`config.mk`:
```
export PLATFORM = sky130hd
export DESIGN_NAME = stl_limiter_top
export DESIGN_NICKNAME = d
export VERILOG_FILES = /design/src/rtl/stl_pkg.sv /design/src/rtl/stl_thresh_calc.sv /design/src/rtl/stl_limiter_top.sv
export VERILOG_INCLUDE_DIRS = /design/src /design/src/rtl
export SDC_FILE = /design/constraint.sdc
export NUM_CORES = 2
export LEC_CHECK = 0
export BUFFER_PORTS_ARGS = -buffer_cell sky130_fd_sc_hd__buf_4
export CORE_MARGIN = 4
export CORE_UTILIZATION = 45
export CTS_BUF_LIST = sky130_fd_sc_hd__clkbuf_16
export DETAILED_ROUTE_END_ITERATION = 10
export GPL_TIMING_DRIVEN = 0
export MAX_ROUTING_LAYER = met4
export SLEW_MARGIN = 20
export SYNTH_ARGS = -nofsm -noshare
export SYNTH_HDL_FRONTEND = slang
export SYNTH_SLANG_ARGS = --single-unit
export TNS_END_PERCENT = 1
```
`constraint.sdc`:
```
create_clock -name clk_i -period 14.2 [get_ports clk_i]
set_input_delay 1.42 -clock clk_i [delete_from_list [all_inputs] [get_ports clk_i]]
set_output_delay 1.42 -clock clk_i [all_outputs]
set_load 0.02 [all_outputs]
```
`src/rtl/stl_map.svh`:
```
// register offsets, reset values and timing constants of the supply tracking limiter
// assumes a classic wishbone slave with 32-bit data and byte addressing
`ifndef STL_MAP_SVH
`define STL_MAP_SVH
`define STL_OFF_UPPER 6'h00
`define STL_OFF_FLOOR 6'h04
`define STL_OFF_INFL 6'h08
`define STL_OFF_SLOPE 6'h0C
`define STL_OFF_BO_TH 6'h10
`define STL_OFF_SD_TH 6'h14
`define STL_OFF_CTRL 6'h18
`define STL_OFF_STAT 6'h1C
`define STL_OFF_LIMTH 6'h20
`define STL_OFF_ATTN 6'h24
`define STL_OFF_CEIL 6'h28
`define STL_RST_UPPER 32'h48000000
`define STL_RST_FLOOR 32'h20000000
`define STL_RST_INFL 32'h34CCCCCD
`define STL_RST_SLOPE 32'h08000000
`define STL_RST_BO_TH 32'h2E666666
`define STL_RST_SD_TH 32'h2B333333
`define STL_RST_CEIL 8'h12
`define STL_RST_ATK_RT 3'h0
`define STL_RST_ATK_ST 2'h1
`define STL_RST_HLD_TM 3'h6
// control register fields
`define STL_C_LIM_EN 0
`define STL_C_BO_EN 1
`define STL_C_MUTE 2
`define STL_C_INF 3
`define STL_C_HCLR 4
`define STL_C_SD_EN 5
`define STL_C_RT_LO 8
`define STL_C_RT_HI 10
`define STL_C_ST_LO 12
`define STL_C_ST_HI 13
`define STL_C_HT_LO 16
`define STL_C_HT_HI 18
`define STL_C_RL_LO 20
`define STL_C_RL_HI 22
// sample rate and hold timing
`define STL_FS_HZ 48000
`define STL_CLK_HZ 200000000
`define STL_BO_LAT_NS 10000
`define STL_SAMP_PER_MS 48
`endif

```
`src/rtl/stl_pkg.sv`:
```
// types of the supply tracking limiter
// assumes stl_map.svh supplies the numeric constants
package stl_pkg;
   typedef enum logic [3:0] {
      STL_IDLE = 4'b0001,
      STL_ATTACK = 4'b0010,
      STL_HOLD = 4'b0100,
      STL_RELEASE = 4'b1000
   } stl_bo_state_t;
endpackage

```
`src/rtl/stl_thresh_calc.sv`:
```
// threshold tracking arithmetic: upper minus slope times shortfall, floored
// assumes all values share volts times 2^27 scaling; combinational
module stl_thresh_calc (
   input wire logic [31:0] upper_i,
   input wire logic [31:0] floor_i,
   input wire logic [31:0] infl_i,
   input wire logic [31:0] slope_i,
   input wire logic [31:0] supply_i,
   output logic [31:0] thresh_o
);
   logic [31:0] short_v;
   logic [63:0] prod_v;
   logic [32:0] drop_v;
   logic [32:0] diff_v;
   // shortfall below the inflection point, zero above it
   assign short_v = (supply_i >= infl_i) ? 32'h00000000 : infl_i - supply_i;
   assign prod_v = 64'(short_v) * 64'(slope_i);
   assign drop_v = (prod_v[63:59] != 5'h00) ? 33'h100000000 : {1'b0, prod_v[58:27]};
   assign diff_v = {1'b0, upper_i} - drop_v;
   always_comb
   begin
      // upper above inflection, floor clamp below
      if (supply_i >= infl_i)
      begin
         thresh_o = upper_i;
      end
      else if (diff_v[32] || (diff_v[31:0] < floor_i))
      begin
         thresh_o = floor_i;
      end
      else
      begin
         thresh_o = diff_v[31:0];
      end
   end
endmodule

```
`src/rtl/stl_limiter_top.sv`:
```
// supply tracking limiter threshold and brown-out prevention engine, wishbone slave
// assumes battery codes in volts times 2^27, one sample strobe per audio sample, one clock
//
// The Wishbone slave port and the register offsets were chosen for this implementation.
`include "stl_map.svh"
// Summary of operation
// - upper threshold 32-bit, volts times 2^27, resets to 9 V code.
// - floor threshold same encoding, resets to 4 V code.
// - inflection point 32-bit, resets to 0x34CCCCCD, scaling conflict noted.
// - slope 32-bit, volts per volt times 2^27, sets tracking steepness.
// - above inflection use upper; below, subtract slope times shortfall; clamp at floor.
// - default slope one volt per volt; steeper slopes honoured.
// - brown-out is priority input, attacks when battery below brown-out threshold.
// - brown-out enable resets to one, works without limiter enabled.
// - brown-out threshold 32-bit, resets to 0x2E666666.
// - attack rate code n gives 2 to the n samples per step.
// - attack step 0.5, 1, 1.5 or 2 dB, resets to 1 dB.
// - hold time 0 to 1000 ms by code, resets to 500 ms.
// - recovery after hold uses battery limiter release rate.
// - mute-on-brown-out set makes brown-out mute and shut down in the same cycle.
// - after brown-out shutdown audio stays stopped until a shutdown state passes.
// - infinite hold keeps hold until mute, shutdown or hold-release write.
// - hold-release bit self-clears and always reads zero.
// - hard shutdown enable off at reset, shuts down below shutdown level.
// - hard shutdown acts only while brown-out engine enabled.
// - shutdown threshold 32-bit, resets to 0x2B333333.
// - limiter attacks only when signal level exceeds current threshold.
// - limiter and brown-out share one attenuation ceiling.
// - first brown-out step under 10 us after crossing.
// - limiter updates frozen while brown-out active.
module stl_limiter_top (
   input wire logic clk_i,
   input wire logic rst_i,
   input wire logic wb_cyc_i,
   input wire logic wb_stb_i,
   input wire logic wb_we_i,
   input wire logic [5:0] wb_adr_i,
   input wire logic [3:0] wb_sel_i,
   input wire logic [31:0] wb_dat_i,
   output logic [31:0] wb_dat_o,
   output logic wb_ack_o,
   input wire logic sample_stb_i,
   input wire logic [31:0] battery_i,
   input wire logic battery_vld_i,
   input wire logic [31:0] level_i,
   input wire logic shutdown_i,
   output logic [31:0] limit_thresh_o,
   output logic [7:0] attn_o,
   output logic gain_step_o,
   output logic mute_o,
   output logic shutdown_req_o,
   output logic brownout_o
);
   typedef struct packed {
      logic [31:0] upper;
      logic [31:0] floor_th;
      logic [31:0] infl;
      logic [31:0] slope;
      logic [31:0] bo_th;
      logic [31:0] sd_th;
      logic [31:0] stage;
      logic [3:0] stage_be;
      logic [5:0] stage_adr;
      logic lim_en;
      logic bo_en;
      logic mute_en;
      logic inf_hold;
      logic sd_en;
      logic [2:0] atk_rt;
      logic [1:0] atk_st;
      logic [2:0] hld_tm;
      logic [2:0] rls_rt;
      logic [7:0] ceil;
      logic [31:0] batt;
      logic [31:0] thresh;
      stl_pkg::stl_bo_state_t st;
      logic [7:0] rate_cnt;
      logic [15:0] hold_cnt;
      logic [7:0] attn;
      logic [31:0] rdata;
      logic ack;
      logic step;
      logic mute;
      logic sd_req;
      logic stopped;
   } stl_state_t;
   stl_state_t q, d;
   logic [31:0] calc_th;
   logic wr_v;
   logic below_v;

   stl_thresh_calc u_calc (
      .upper_i(q.upper),
      .floor_i(q.floor_th),
      .infl_i(q.infl),
      .slope_i(q.slope),
      .supply_i(q.batt),
      .thresh_o(calc_th)
   );

   function automatic logic [31:0] merge(input logic [31:0] old, input logic [31:0] nw, input logic [3:0] be);
      logic [31:0] r;
      r = old;
      for (int i = 0; i < 4; i++)
      begin
         if (be[i])
         begin
            r[i*8 +: 8] = nw[i*8 +: 8];
         end
      end
      return r;
   endfunction

   function automatic logic [15:0] hold_samples(input logic [2:0] code);
      logic [15:0] ms;
      unique case (code)
         3'h0: ms = 16'h0000;
         3'h1: ms = 16'h000A;
         3'h2: ms = 16'h0019;
         3'h3: ms = 16'h0032;
         3'h4: ms = 16'h0064;
         3'h5: ms = 16'h00FA;
         3'h6: ms = 16'h01F4;
         3'h7: ms = 16'h03E8;
      endcase
      return 16'(ms * 16'(`STL_SAMP_PER_MS));
   endfunction

   function automatic logic is_thresh(input logic [5:0] a);
      return (a == `STL_OFF_UPPER) || (a == `STL_OFF_FLOOR) || (a == `STL_OFF_INFL) ||
             (a == `STL_OFF_SLOPE) || (a == `STL_OFF_BO_TH) || (a == `STL_OFF_SD_TH);
   endfunction

   assign wr_v = wb_cyc_i && wb_stb_i && wb_we_i && !q.ack;

   always_comb
   begin
      d = q;
      d.ack = wb_cyc_i && wb_stb_i && !q.ack;
      d.step = 1'b0;
      below_v = q.bo_en && (q.batt < q.bo_th);
      if (battery_vld_i)
      begin
         d.batt = battery_i;
      end
      if (wr_v && is_thresh(wb_adr_i))
      begin
         d.stage_adr = wb_adr_i;
         d.stage = merge(q.stage, wb_dat_i, wb_sel_i);
         d.stage_be = ((q.stage_adr == wb_adr_i) ? q.stage_be : 4'h0) | wb_sel_i;
         if (d.stage_be == 4'hF)
         begin
            d.stage_be = 4'h0;
            unique case (wb_adr_i)
               `STL_OFF_UPPER: d.upper = d.stage;
               `STL_OFF_FLOOR: d.floor_th = d.stage;
               `STL_OFF_INFL: d.infl = d.stage;
               `STL_OFF_SLOPE: d.slope = d.stage;
               `STL_OFF_BO_TH: d.bo_th = d.stage;
               default: d.sd_th = d.stage;
            endcase
         end
      end
      if (wr_v && (wb_adr_i == `STL_OFF_CTRL))
      begin
         if (wb_sel_i[0])
         begin
            d.lim_en = wb_dat_i[`STL_C_LIM_EN];
            d.bo_en = wb_dat_i[`STL_C_BO_EN];
            d.mute_en = wb_dat_i[`STL_C_MUTE];
            d.inf_hold = wb_dat_i[`STL_C_INF];
            d.sd_en = wb_dat_i[`STL_C_SD_EN];
         end
         if (wb_sel_i[1])
         begin
            d.atk_rt = wb_dat_i[`STL_C_RT_HI:`STL_C_RT_LO];
            d.atk_st = wb_dat_i[`STL_C_ST_HI:`STL_C_ST_LO];
         end
         if (wb_sel_i[2])
         begin
            d.hld_tm = wb_dat_i[`STL_C_HT_HI:`STL_C_HT_LO];
            d.rls_rt = wb_dat_i[`STL_C_RL_HI:`STL_C_RL_LO];
         end
      end
      if (wr_v && (wb_adr_i == `STL_OFF_CEIL) && wb_sel_i[0])
      begin
         d.ceil = wb_dat_i[7:0];
      end
      if (sample_stb_i)
      begin
         d.thresh = calc_th;
      end
      // hard shutdown gated by engine enable
      if (q.bo_en && q.sd_en && (q.batt < q.sd_th))
      begin
         d.sd_req = 1'b1;
      end
      unique case (q.st)
         stl_pkg::STL_IDLE:
         begin
            // priority attack regardless of limiter enable
            if (below_v && !q.stopped)
            begin
               d.st = stl_pkg::STL_ATTACK;
               d.rate_cnt = 8'h00;
               // first step on the same edge as attack entry, no strobe wait
               if ({1'b0, q.attn} + {7'h00, q.atk_st} + 9'h001 <= {1'b0, q.ceil})
               begin
                  d.attn = q.attn + {6'h00, q.atk_st} + 8'h01;
                  d.step = 1'b1;
               end
               if (q.mute_en)
               begin
                  d.mute = 1'b1;
                  d.sd_req = 1'b1;
                  d.stopped = 1'b1;
               end
            end
            else if (q.lim_en && sample_stb_i && (level_i > q.thresh) && (q.attn < q.ceil))
            begin
               d.attn = q.attn + 8'h01;
               d.step = 1'b1;
            end
         end
         stl_pkg::STL_ATTACK:
         begin
            if (!below_v)
            begin
               d.st = stl_pkg::STL_HOLD;
               d.hold_cnt = hold_samples(q.hld_tm);
            end
            else if (sample_stb_i)
            begin
               // two to the n samples per step
               d.rate_cnt = q.rate_cnt + 8'h01;
               if (q.rate_cnt == 8'((9'h001 << q.atk_rt) - 9'h001))
               begin
                  d.rate_cnt = 8'h00;
                  if ({1'b0, q.attn} + {7'h00, q.atk_st} + 9'h001 <= {1'b0, q.ceil})
                  begin
                     d.attn = q.attn + {6'h00, q.atk_st} + 8'h01;
                     d.step = 1'b1;
                  end
               end
            end
         end
         stl_pkg::STL_HOLD:
         begin
            if (below_v)
            begin
               d.st = stl_pkg::STL_IDLE;
               // new event re-enters via idle for a prompt step
            end
            else if (q.inf_hold)
            begin
               // wait for release write, mute or shutdown
               if ((wr_v && wb_adr_i == `STL_OFF_CTRL && wb_sel_i[0] && wb_dat_i[`STL_C_HCLR]) ||
                   q.mute || shutdown_i)
               begin
                  d.st = stl_pkg::STL_RELEASE;
                  d.rate_cnt = 8'h00;
               end
            end
            else if (q.hold_cnt == 16'h0000)
            begin
               d.st = stl_pkg::STL_RELEASE;
               d.rate_cnt = 8'h00;
            end
            else if (sample_stb_i)
            begin
               d.hold_cnt = q.hold_cnt - 16'h0001;
            end
         end
         stl_pkg::STL_RELEASE:
         begin
            if (below_v)
            begin
               d.st = stl_pkg::STL_IDLE;
               // new event re-enters via idle for a prompt step
            end
            else if (q.attn == 8'h00)
            begin
               d.st = stl_pkg::STL_IDLE;
            end
            else if (sample_stb_i)
            begin
               d.rate_cnt = q.rate_cnt + 8'h01;
               if (q.rate_cnt == 8'((9'h001 << q.rls_rt) - 9'h001))
               begin
                  d.rate_cnt = 8'h00;
                  d.attn = q.attn - 8'h01;
                  d.step = 1'b1;
               end
            end
         end
      endcase
      // stay stopped until shutdown state seen, shutdown wins
      if (shutdown_i)
      begin
         d.sd_req = 1'b0;
         d.mute = 1'b0;
         d.stopped = 1'b0;
      end
      // limiter frozen outside idle, so no separate release path competes
      unique case (wb_adr_i)
         `STL_OFF_UPPER: d.rdata = q.upper;
         `STL_OFF_FLOOR: d.rdata = q.floor_th;
         `STL_OFF_INFL: d.rdata = q.infl;
         `STL_OFF_SLOPE: d.rdata = q.slope;
         `STL_OFF_BO_TH: d.rdata = q.bo_th;
         `STL_OFF_SD_TH: d.rdata = q.sd_th;
         `STL_OFF_CTRL: d.rdata = {9'h000, q.rls_rt, 1'b0, q.hld_tm, 2'h0, q.atk_st, 1'b0, q.atk_rt,
                                   2'h0, q.sd_en, 1'b0, q.inf_hold, q.mute_en, q.bo_en, q.lim_en};
         `STL_OFF_STAT: d.rdata = {24'h000000, q.stopped, q.sd_req, q.mute, below_v, q.st};
         `STL_OFF_LIMTH: d.rdata = q.thresh;
         `STL_OFF_ATTN: d.rdata = {24'h000000, q.attn};
         `STL_OFF_CEIL: d.rdata = {24'h000000, q.ceil};
         default: d.rdata = 32'h00000000;
      endcase
   end

   always_ff @(posedge clk_i)
   begin
      if (rst_i)
      begin
         q <= '0;
         q.upper <= `STL_RST_UPPER;
         q.floor_th <= `STL_RST_FLOOR;
         q.infl <= `STL_RST_INFL;
         q.slope <= `STL_RST_SLOPE;
         q.bo_th <= `STL_RST_BO_TH;
         q.sd_th <= `STL_RST_SD_TH;
         q.thresh <= `STL_RST_UPPER;
         q.batt <= 32'hFFFFFFFF;
         q.bo_en <= 1'b1;
         q.atk_rt <= `STL_RST_ATK_RT;
         q.atk_st <= `STL_RST_ATK_ST;
         q.hld_tm <= `STL_RST_HLD_TM;
         q.ceil <= `STL_RST_CEIL;
         q.st <= stl_pkg::STL_IDLE;
      end
      else
      begin
         q <= d;
      end
   end

   assign wb_dat_o = q.rdata;
   assign wb_ack_o = q.ack;
   assign limit_thresh_o = q.thresh;
   assign attn_o = q.attn;
   assign gain_step_o = q.step;
   assign mute_o = q.mute;
   assign shutdown_req_o = q.sd_req;
   assign brownout_o = q.st[1];
endmodule

```
==> results.sh <==
export IMPL_reg2reg_depth=64
export IMPL_drt_first_pass_iters=9
export IMPL_synthFlopType="dfxtp_1"
export IMPL_final_setup_worst_slack_ns=-1.39
export IMPL_viasPerCell=5.93
export IMPL_crit_type="reg -> reg"
export IMPL_cts_sinks=404
export IMPL_cts_tree="done"
export IMPL_ys_ff_latch=404
export IMPL_crit_path_end_kind="flop"
export IMPL_vias=54559
export IMPL_synth_cell_type_count=99
export IMPL_final_antenna_net_count=0
export IMPL_numCtsBuffers=42
export IMPL_insertion_delay_ns=0.58
export IMPL_final_cell_mix="inv_1 (1091), nand2_1 (1016), fa_1 (878), and2_1 (485), ha_1 (465)"
export IMPL_ys_seq_area_share_pct=13.6
export IMPL_power_density_nw_per_um2=46.8
export IMPL_drt_total_wl_um=278000
export IMPL_clock_path_buffers=3
export IMPL_io_pins=191
export IMPL_outcome="complete, but fails checks"
export IMPL_timing_fmax_ghz=0.0642
export IMPL_crit_fanout=7
export IMPL_holdPathStages=2
export IMPL_dp_slack_ns=-6.71
export IMPL_wire_per_inst_um=30.2
export IMPL_die_area_um2=138000
export IMPL_yosysWarnings=0
export IMPL_nNetsFinal=8907
export IMPL_finClkSkew_ns=0.0181
export IMPL_layout_drive_gt1_share_pct=11.3
export IMPL_initial_core_util_pct=45.3
export IMPL_clkTransAtPathRegs_ns=0.07
export IMPL_dpl_hpwl_um=230000
export IMPL_die_h_um=371
export IMPL_cpPeakStageDelay_ns=0.58
export IMPL_finalHoldViolations=0
export IMPL_grt_pass1_wl_um=394000
export IMPL_syn_num_nets=8591
export IMPL_max_slew_worst_pin_slew_ns=1.23
export IMPL_cp_arrival_ns=16.02
export IMPL_max_slew_margin_rel_pct=18.1
export IMPL_clockRootBuffer="clkbuf_16"
export IMPL_grt_util_all_layers_pct=41.0
export IMPL_numPortBuffers=187
export IMPL_synth_area_um2=59500
export IMPL_grt_max_degree=15
export IMPL_grt_pass1_vias=55196
export IMPL_num_rows=133
export IMPL_path_depth=64
export IMPL_violations="negative setup slack"
export IMPL_post_route_period_util_pct=110
export IMPL_layout_cells_most_common="inv_1"
export IMPL_avgSynthCellArea_um2=8.38
export IMPL_slowest_stage="fa_1"
export IMPL_period_minus_slack_ns=15.59
export IMPL_total_power_mw=3.16
export IMPL_p_leak_nw=31.5
export IMPL_maxCapViolations=0
export IMPL_vdd_drop_max_v=0.0000932
export IMPL_critPathBufInv=13
export IMPL_antenna_found_initial=17
export IMPL_hold_class="reg -> reg"
export IMPL_fillCellCount=12756
export IMPL_hold_buffers=0
export IMPL_utilization_pct=51.4
export IMPL_rsz0062_at_grt="yes"
export IMPL_critPathLaunchType="flop"
export IMPL_drt_initial_drc_count=6203
export IMPL_setup_viol=32
export IMPL_cp_required_ns=14.63
export IMPL_crit_family="adder cells"
export IMPL_cp_common_cell="fa_1"
export IMPL_syn_inst=7091
export IMPL_asyncSetResetFlopFracSynth_pct=0
export IMPL_syn_to_final_growth_pct=13.4
export IMPL_htree_levels=2
export IMPL_slew_violations=0
export IMPL_gp_congestion=1.05
export IMPL_fp_coreArea_um2=131000
export IMPL_drc=0
export IMPL_synth_edf_count=0
export IMPL_grt_overflow_total=0
export IMPL_die_x_um=371
[per-stage QoR]
stage	cell area [um2]	hold WS [ns]	instances	setup TNS, ns
final	67400	0.459	9204	-41.50
after global routing	67400	0.482	9201	-55.16
after CTS	67200	0.462	9178	-34.69
after detailed placement	63300	0.453	9042	-206.76
after global placement	63100	0.436	9033	-235.76
after floorplan	59500	0.427	7091	0
[sequential cells by signal (all words and copies together), names as in the netlist, named ones only]
register and flops:
q 318, wb_ack_o 1, wb_dat_o 32, limit_thresh_o 32, gain_step_o 1, attn_o 8, shutdown_req_o 1, brownout_o 1
[tightest hold or removal path, delay by kind of cell (launching register included)]
| family | cells | cell delay [ns] |
|---|---|---|
| AOI/OAI and AO/OA | 1 | 0.05 |
| DFF | 1 | 0.31 |
| and+or+nand+nor | 1 | 0.05 |
[final cells by class]
| class | count | area [um2] | area share (%) |
|---|---|---|---|
| multi-input combinational | 5103 | 46500 | 69.0 |
| sequential | 404 | 8090 | 12.0 |
| inverter | 1088 | 4080 | 6.06 |
| buffer | 482 | 2820 | 4.18 |
| timing repair buffer | 286 | 2250 | 3.33 |
| tap | 1755 | 2200 | 3.26 |
| clock buffer | 45 | 1130 | 1.67 |
| clock inverter | 30 | 317 | 0.469 |
| antenna | 11 | 27.5 | 0.0408 |
[synthesized netlist by cell type, drive strengths merged (7+ instances only)]
library cell,instances,share of area (%)
o21ai,166,1.4
mux2,32,0.61
a222oi,15,0.25
a22o,16,0.24
dfxtp,404,14
o22ai,8,0.084
ha,487,10
nand4b,7,0.10
nor2b,29,0.31
nand2,1031,6.5
mux2i,89,1.5
a211oi,46,0.59
nor3,69,0.60
buf,115,1.3
or3,33,0.36
a22oi,94,1.2
a21o,76,0.96
xnor2,70,1.0
a311oi,8,0.13
nand4,56,0.59
and4,10,0.15
a221oi,29,0.43
o31a,9,0.13
or2,11,0.12
nand2b,31,0.33
clkbuf,381,2.4
and2,495,5.2
a31oi,82,0.89
nor2,329,2.1
nor4,20,0.21
a21boi,11,0.14
o31ai,15,0.20
a21oi,367,3.1
inv,1088,6.9
nand3,75,0.63
and3,72,0.76
o21a,24,0.30
fa,899,30
nor3b,22,0.28
a2111oi,11,0.21
xor2,42,0.62
o21bai,35,0.44
o211ai,95,1.2
o2111ai,7,0.10
[final timing paths]
path / from / to / slack [ns]
worst min register to register: q[55] / q[55] / 0.46
worst max-delay path: q[305] / limit_thresh_o[2] / -1.39
worst max register to register: q[305] / limit_thresh_o[2] / -1.39
worst min-delay path: q[55] / q[55] / 0.46
[routing by layer]
| metal | global-route usage [%] | share of wire, % | vias to the layer above |
|---|---|---|---|
| met5 | - | 0 | - |
| met2 | 65.1 | 46 | 2935 |
| met4 | 23.5 | 7.7 | 0 |
| met1 | 49.6 | 38 | 27375 |
| met3 | 6.76 | 8.5 | 836 |
| li1 | - | - | 23413 |
[cell families after synthesis]
kind of cell,count (synthesis),share of synthesized area (%)
AND/OR/NAND/NOR,2314,18.6
buffers and inverters,1584,10.6
adder cells (fa/ha/maj),1386,40.5
AO/OA/AOI/OAI,1167,12.9
flip-flops,404,13.6
multiplexers,123,2.18
XOR/XNOR,113,1.69
[power breakdown]
group / internal, mW / switching, mW / leakage, nW
combinational: 0.271 / 0.493 / 27.5
clock: 0.698 / 0.515 / 0.722
sequential: 1.15 / 0.0253 / 3.27
[repair_timing]
action | CTS | global route
buffers inserted | 73 | 16
setup endpoints to repair | 32 | 32
endpoints found under the hold margin | 0 | 0
gates cloned | 1 | 0
resized for setup | 476 | 48
pin swaps | 88 | 20
No activity file was read; power rests on OpenSTA's default activity.
